$ cat config.mk
export PLATFORM = sky130hd
export DESIGN_NAME = flash_entry
export DESIGN_NICKNAME = d
export VERILOG_FILES = /design/src/verilog/flash_entry_pkg.sv /design/src/verilog/flash_entry.sv
export SDC_FILE = /design/constraint.sdc
export NUM_CORES = 1
export LEC_CHECK = 0
export BUFFER_PORTS_ARGS = -buffer_cell sky130_fd_sc_hd__buf_2
export CORE_MARGIN = 10
export CORE_UTILIZATION = 36
export DETAILED_ROUTE_END_ITERATION = 12
export RECOVER_POWER = 50
export SETUP_SLACK_MARGIN = 0.1
export SLEW_MARGIN = 20
export SYNTH_ARGS = -nofsm -noshare
export SYNTH_HDL_FRONTEND = slang
export SYNTH_SLANG_ARGS = --single-unit
export TNS_END_PERCENT = 50
$ cat constraint.sdc
create_clock -name CLK_SYS -period 3.5 [get_ports CLK_SYS]
set_input_delay 0.175 -clock CLK_SYS [delete_from_list [all_inputs] [get_ports CLK_SYS]]
set_output_delay 0.175 -clock CLK_SYS [all_outputs]
set_load 0.02 [all_outputs]
$ cat src/verilog/flash_entry_pkg.sv
package flash_entry_pkg;
  // Power-up timing
  localparam int CLK_HZ = 50000000;
  localparam int READ_WAIT_US = 70;
  localparam int WRITE_WAIT_MS = 3;
  localparam int READ_WAIT_CYC = (READ_WAIT_US * (CLK_HZ / 1000000));
  localparam int WRITE_WAIT_CYC = (WRITE_WAIT_MS * (CLK_HZ / 1000));
  // Address field layout (24 bits after the opcode)
  localparam int ADDR_BITS = 24;
  localparam int PAGE_BITS = 11;
  localparam int BYTE_BITS = 9;
  localparam int PAGE_ADDR_MSB = 19;
  localparam int BYTE_ADDR_MSB = 8;
  localparam int OPC_BITS = 8;
  // Status read opcode, kept out of the program/erase class
  localparam logic [7:0] OPC_STATUS = 8'hD7;
  typedef enum logic [1:0] {PWR_RESET, PWR_WAIT, PWR_STANDBY, PWR_ACTIVE} pwr_state_t;
endpackage
$ cat src/verilog/flash_entry.sv
// How it works
// RULE1 - Data output stays undriven after reset until a command selects it.
// RULE2 - No command is taken until chip select falls after reset.
// RULE3 - Clock level at each chip select fall outside power reset picks mode 0 or 3.
// RULE4 - While power-on reset is held, every command is ignored.
// RULE5 - Host waits 70 us before a read; flag shows when reads are safe.
// RULE6 - Program or erase is held off until the 3 ms delay passes.
// RULE7 - After the delay, enter standby if select high, else active.
// RULE8 - Address: 4 reserved, 11 page bits, 9 byte bits, MSB first.
`timescale 1ns/10ps
module flash_entry
  import flash_entry_pkg::*;
#(
  parameter int READ_WAIT = READ_WAIT_CYC,
  parameter int WRITE_WAIT = WRITE_WAIT_CYC
)(
  input wire logic CLK_SYS,
  input wire logic RESET,
  input wire logic POR_ACTIVE,
  input wire logic SCK,
  input wire logic SI,
  input wire logic CHIP_SELECT_N,
  output logic SO,
  output logic SO_OE,
  output logic MODE3,
  output logic READ_OK,
  output logic WRITE_OK,
  output logic STANDBY,
  output logic ACTIVE,
  output logic CMD_VALID,
  output logic [OPC_BITS-1:0] CMD_OPCODE,
  output logic [PAGE_BITS-1:0] PAGE_ADDR,
  output logic [BYTE_BITS-1:0] BYTE_ADDR,
  output logic CMD_REJECTED
);
  // Synchroniser stages, one pair per pin
  logic [1:0] sck_s;
  logic [1:0] cs_s;
  logic [1:0] si_s;
  logic [1:0] por_s;

  // Previous synchronised levels for edge finding
  logic sck_d;
  logic cs_d;

  // Frame capture state
  logic armed;
  logic [5:0] bit_cnt;
  logic [31:0] shift;

  // Power-up sequencing state
  logic [22:0] timer;
  pwr_state_t state;

  // Program/erase class: bit 7 set, but not the status or 0xDx read family
  function automatic logic prog_class(input logic [OPC_BITS-1:0] code);
    prog_class = code[7] & (code != OPC_STATUS) & (code[7:4] != 4'hD);
  endfunction

  // Settled pin levels, taken from the second stage only
  wire sck_now = sck_s[1];
  wire cs_now = cs_s[1];
  wire si_now = si_s[1];
  wire por_now = por_s[1];

  // Select edges
  wire cs_fall = cs_d & ~cs_now;
  wire cs_rise = ~cs_d & cs_now;

  // Sampling edge: rising in both mode 0 and mode 3
  wire sck_rise = ~sck_d & sck_now & ~cs_now;
  // Output edge: data out moves on the falling edge
  wire sck_fall = sck_d & ~sck_now & ~cs_now;

  // Shift path and end of the 32nd bit
  wire [31:0] next_shift = {shift[30:0], si_now};
  wire frame_done = sck_rise & armed & (bit_cnt == 6'(OPC_BITS + ADDR_BITS - 1));
  wire [OPC_BITS-1:0] opc = next_shift[31:24];

  // Opcode gating by the power-up waits
  wire is_write = prog_class(opc);
  wire is_read = ~is_write;
  wire allowed = is_read ? READ_OK : WRITE_OK;

  // Any state but power reset takes commands
  wire powered = (state != PWR_RESET);

  // Two-flop synchronisers for every pin
  always_ff @(posedge CLK_SYS or posedge RESET)
  begin
    if (RESET)
    begin
      // Pins read as idle during reset, power-on reset as held
      sck_s <= 2'h0;
      cs_s <= 2'h3;
      si_s <= 2'h0;
      por_s <= 2'h3;
      sck_d <= 1'b0;
      cs_d <= 1'b1;
    end
    else
    begin
      // Every pin moves one stage per clock
      sck_s <= {sck_s[0], SCK};
      cs_s <= {cs_s[0], CHIP_SELECT_N};
      si_s <= {si_s[0], SI};
      por_s <= {por_s[0], POR_ACTIVE};
      sck_d <= sck_now;
      cs_d <= cs_now;
    end
  end

  // Power-up sequencing and wait timer
  always_ff @(posedge CLK_SYS or posedge RESET)
  begin
    if (RESET)
    begin
      state <= PWR_RESET;
      timer <= 23'h0;
      READ_OK <= 1'b0;
      WRITE_OK <= 1'b0;
    end
    else if (por_now)
    begin
      state <= PWR_RESET; // RULE4
      timer <= 23'h0;
      READ_OK <= 1'b0;
      WRITE_OK <= 1'b0;
    end
    else
    begin
      // Saturating count from POR release
      if (timer != 23'h7FFFFF)
        timer <= timer + 23'h1;
      if (timer >= 23'(READ_WAIT))
        READ_OK <= 1'b1; // RULE5
      // Wait out the write delay, then follow select
      case (state)
        PWR_RESET: state <= PWR_WAIT;
        PWR_WAIT:
        begin
          if (timer >= 23'(WRITE_WAIT))
          begin
            WRITE_OK <= 1'b1; // RULE6
            state <= cs_now ? PWR_STANDBY : PWR_ACTIVE; // RULE7
          end
        end
        PWR_STANDBY: if (!cs_now) state <= PWR_ACTIVE;
        PWR_ACTIVE: if (cs_now) state <= PWR_STANDBY;
        default: state <= PWR_RESET;
      endcase
    end
  end

  // Decode of the two visible power states
  assign STANDBY = (state == PWR_STANDBY);
  assign ACTIVE = (state == PWR_ACTIVE);

  // Frame capture: opcode then 24 address bits
  always_ff @(posedge CLK_SYS or posedge RESET)
  begin
    if (RESET)
    begin
      armed <= 1'b0;
      bit_cnt <= 6'h0;
      shift <= 32'h0;
      MODE3 <= 1'b0;
      CMD_VALID <= 1'b0;
      CMD_REJECTED <= 1'b0;
      CMD_OPCODE <= 8'h00;
      PAGE_ADDR <= 11'h000;
      BYTE_ADDR <= 9'h000;
    end
    else
    begin
      CMD_VALID <= 1'b0;
      CMD_REJECTED <= 1'b0;
      // Select fall arms a frame and latches the mode
      if (cs_fall & powered)
      begin
        armed <= 1'b1; // RULE2
        bit_cnt <= 6'h0;
        MODE3 <= sck_now; // RULE3
      end
      else if (cs_rise | ~powered)
        armed <= 1'b0; // RULE4
      else if (sck_rise & armed)
      begin
        shift <= next_shift;
        bit_cnt <= bit_cnt + 6'h1;
        // Hand over the fields once all 32 bits are in
        if (frame_done)
        begin
          armed <= 1'b0;
          CMD_OPCODE <= opc;
          PAGE_ADDR <= next_shift[PAGE_ADDR_MSB -: PAGE_BITS]; // RULE8
          BYTE_ADDR <= next_shift[BYTE_ADDR_MSB -: BYTE_BITS]; // RULE8
          CMD_VALID <= allowed; // RULE6
          CMD_REJECTED <= ~allowed;
        end
      end
    end
  end

  // Output stays off until an accepted read command selects the device
  always_ff @(posedge CLK_SYS or posedge RESET)
  begin
    if (RESET)
    begin
      SO_OE <= 1'b0;
      SO <= 1'b0;
    end
    // Release the line whenever select is high
    else if (cs_now | ~powered)
      SO_OE <= 1'b0; // RULE1
    else
    begin
      // Drive only for an accepted read
      if (frame_done & allowed & is_read)
        SO_OE <= 1'b1; // RULE1
      if (sck_fall)
        SO <= shift[0];
    end
  end
endmodule

Yosys cells after proc, flatten, opt, wreduce, memory -nomap -nowiden
Cells that the tools add are included.
{"block": "op_classes", "magnitude_cmp": 2, "eq_ne": 11, "n_shift": 0, "n_mul": 0, "div": 0, "bitwise": 25, "add_sub_neg": 2, "n_mux": 31, "n_reduce_logical": 17}
{"operator": "23-bit 2-to-1 mux", "n": 2}
{"operator": "23-bit by 1-bit adder with 23-bit output, second input constant", "n": 1}
{"operator": "23-bit by 12-bit >= comparator with 1-bit output, second input constant", "n": 1}
{"operator": "23-bit by 18-bit >= comparator with 1-bit output, second input constant", "n": 1}
{"operator": "23-bit inequality test, second input constant", "n": 1}
{"operator": "1-bit 2-to-1 mux", "n": 21}
{"operator": "6-bit 2-to-1 mux", "n": 3}
{"operator": "2-bit nonzero test", "n": 7}
{"operator": "1-bit bitwise AND", "n": 13}
{"operator": "1-bit inverter", "n": 10}
{"operator": "2-bit 2-to-1 mux", "n": 4}
{"operator": "8-bit inequality test, second input constant", "n": 1}
{"operator": "2-bit one-hot mux with 4 select lines", "n": 1}
{"operator": "2-bit AND reduction", "n": 4}
{"operator": "6-bit by 1-bit adder with 6-bit output, second input constant", "n": 1}
{"operator": "6-bit by 5-bit == test with 1-bit output, second input constant", "n": 1}
{"operator": "3-bit AND reduction", "n": 2}
{"operator": "3-bit nonzero test", "n": 2}
{"operator": "2-bit == test, second input constant", "n": 2}
{"operator": "4-bit inequality test, second input constant", "n": 1}
{"operator": "4-bit AND reduction", "n": 1}
{"operator": "3-bit by 1-bit inequality test with 1-bit output, second input constant", "n": 1}
{"operator": "3-bit by 2-bit inequality test with 1-bit output, second input constant", "n": 1}
{"operator": "3-bit inequality test, second input constant", "n": 1}
{"operator": "other kinds (4)", "n": 5}
{"block": "totals", "mem_bits_ro": 0, "ramBits": 0, "latchBits": 0, "input_bits": 6, "mem_count": 0, "regBits": 108, "output_inout_bits": 37}

Depth between registers and ports, before layout
{"block": "depth", "word_depth": 9, "ltp_mapped": 6}

Worst setup path before layout
OpenSTA, ideal clock, no wires.
{"block": "synth_path", "path_type": "reg2reg", "startpoint": "register timer[10]", "endpoint": "register timer[16]", "t_required_ps": 3422, "setup_slack_ps": 1548, "synth_period_minus_slack_ps": 1952, "arrival_time_ps": 1874, "path_stages_with_launch": 6, "cell_sequence": "dfrtp_1 -> nand4_4 -> or4_4 -> buf_6 -> or4_1 -> a21oi_1"}
{"block": "synth_between", "elab_chain_cells": 3, "word_cells_on_any_way": 5, "classes_between": "add/sub (1); eq/ne (1); mux (2); reduce/logical (1)"}
{"element": "start, declared", "line": "flash_entry.sv:52", "source": "logic [22:0] timer;"}
{"element": "start signal, assigned", "line": "flash_entry.sv:134", "source": "timer <= timer + 23'h1;"}
{"element": "23-bit by 1-bit adder with 23-bit output", "line": "flash_entry.sv:134"}
{"element": "23-bit 2-to-1 mux", "line": "flash_entry.sv:133", "source": "if (timer != 23'h7FFFFF)"}
{"element": "23-bit 2-to-1 mux", "line": "flash_entry.sv:123", "source": "else if (por_now)"}
Several ways; a longest one is shown, not always the timed one. The select of a mux whose other input is x is not followed.
A chain may end at the register's enable or synchronous reset.

Worst setup path in the final report
{"block": "layout_path", "startpoint": "register timer[0]", "endpoint": "register timer[13]"}
The elaborated chain is that of the path after synthesis.

==> metrics <==
most common cell after layout, fill and taps aside=dfrtp_1; Place WS=1.264 ns; drt first-iter violations=181; Power Density=447.7 mW/mm²; Clock transition at path regs=0.07 ns; Initial Util=37.08%; maximum VDD drop=0.0002395 V; Synth Area per Inst=12.55 µm²; area grow syn2layout=16.07%; Fmax=0.4438 GHz; clock root cell=clkbuf_16; crit-path max FO=18; PostCTS Resize Cnt=0; routed len/inst=15.21 µm; antenna cells=0; share of layout cells above drive strength 1=32.55%; Die Wd=134.5 µm; commonest non-fill, non-tap cells in the layout=103 x dfrtp_1, 71 x mux2_2, 33 x buf_2; vias in the first global route=3143; skew final=0.008169 ns; unrepaired setup endpoints after global routing=false; Clock H-tree levels=3; net count after synthesis=385; Worst-Margin Slew=2.730 ns; failing checks=max-capacitance violations, max-slew violations; gp weighted congestion=0.8280; gr ovfl total=0; global-route wire length before repair=15.72 mm; setup_tns=0 ns; Layout Nets=432; global-route track usage on met2=16.16%; synthesized instance count=376; largest net degree at the start of global routing=63; Distinct cells, synth=51; Routed WL=9.113 mm; Placement Cell Area=0.005129 mm²; MaxCap Viol Count=1; met3 usage=4.154%; worst-case clock buffer depth=2; Static Leak=2.614 nW; DR pass1 iterations=4; final instance area=0.005475 mm²; hold crit path type=reg -> reg; dpl cells=580; Synth Register Bits=108; final hold violation count=0; Post-synth EDFFs=0; Core Area=0.01272 mm²; Slew Limit Headroom=-83.00%; met1 usage=13.22%; DRT antenna net count=0; post-synth design cell area=0.004717 mm²; CP startpoint kind=flip-flop; CTS Sinks=108; most common flop cell mapped by yosys=dfrtp_1; final cell count without fillers=599; Worst Path Arrival=2.49 ns; Synth Warn #=0; drc violations=0; CP Class=reg -> reg; port buffer count=42; total power draw=2.451 mW; fin util=43.04%; Final Max Slew Viols=62; CTS tree=yes; status=finished with violations; post-synthesis sequential area ratio=57.43%; Post-synth ARST share=100.0%; Inserted Clock Buffers=9; Tmin final=2.253 ns; Die H=134.5 µm; period utilisation layout=64.38%; Critical Path RT=3.74 ns; initial antenna violation count=0; worst setup margin=1.247 ns; Total Routing Usage GR=10.66%; # rows=41; IO Pins=43; Worst-Skew Late Latency=0.35 ns; DP Wirelength=6.318 mm; Die ar.=0.01808 mm²; final setup vio count=0; hold slack=0.3558 ns; critical path endpoint category=flip-flop; Vias/cell=5.184; GR peak layer=met2; Vias=3105
## cells by family (layout without fill, tap and decap cells)
group	count (synthesis)	count (layout)	share of synthesized area, %
muxes	73	73	17.37
AOI/OAI and AO/OA	59	59	8.515
and+or+nand+nor	108	108	13.50
DFF	108	108	57.43
xor gates and xnor gates	1	1	0.1857
buffers and inverters	24	75	2.202
adders and majority gates	3	3	0.7958
## synth_stat cells, types with 7 or more instances
cell      count  area, µm²
nor2_1       18      67.56
clkbuf_1      8      30.03
nor4_1        7      43.79
nand2_1      13      48.80
dfrtp_1     103       2577
mux2_2       71      799.5
nor2b_1      13      81.33
inv_1         8      30.03
nand3_1      16      80.08
or4_1         8      60.06
a21oi_1      16      80.08
## final cells by class
class                           count  area (µm²)
Inverter                            8       31.28
Tap cell                          172       215.2
Timing Repair Buffer               52       296.5
Sequential cell                   108        2709
Clock buffer                        9       225.2
Fill cell                        1243        7247
Clock inverter                      6       93.84
Multi-Input combinational cell    244        1904
## path summary, 6_finish.rpt
kind	depth (start not counted)	endpoint	startpoint	slack, ns
max reg2reg	6	timer[13]	timer[0]	1.25
max	6	timer[13]	timer[0]	1.25
min reg2reg	0	por_s[1]	por_s[0]	0.36
max in group asynchronous	2	CMD_OPCODE[4]	RESET	1.65
min	0	por_s[1]	por_s[0]	0.36
min in group asynchronous	2	timer[4]	RESET	0.56
## report_power, final
| group | total [mW] | switching (mW) | internal (mW) | leakage, nW |
|---|---|---|---|---|
| clock | 1.09 | 0.460 | 0.631 | 0.153 |
| sequential | 1.28 | 0.0171 | 1.27 | 1.47 |
| combinational | 0.0780 | 0.0502 | 0.0278 | 0.990 |
| total | 2.45 | 0.527 | 1.92 | 2.61 |
## sequential cells by signal (all words and copies together), names as in the netlist, 6 cells and up
register / flops
BYTE_ADDR: 9
bit_cnt: 6
timer: 23
CMD_OPCODE: 8
PAGE_ADDR: 11
shift: 31
## worst max-delay path: stages, from the launching register on
cell	delay, ns
dfrtp_1	0.45
ha_1	0.27
nand3_1	0.27
nor3_2	0.09
buf_4	0.21
a2111oi_0	0.48
mux2_2	0.38
## what timing repair did
item / in CTS / in global routing
setup endpoints to repair: 0 / 0
buffers inserted: 0 / 0
hold buffers: 4 / 0
hold endpoints to repair: 4 / 0
## metal layers
layer	wire [µm]	vias up	part of all wire, %
met5	0	-	0
met1	4138	1535	45
met2	4266	61	47
li1	-	1497	-
met4	127	0	1.4
met3	581	12	6.4
Note: power is estimated with default switching activity, not from simulation.
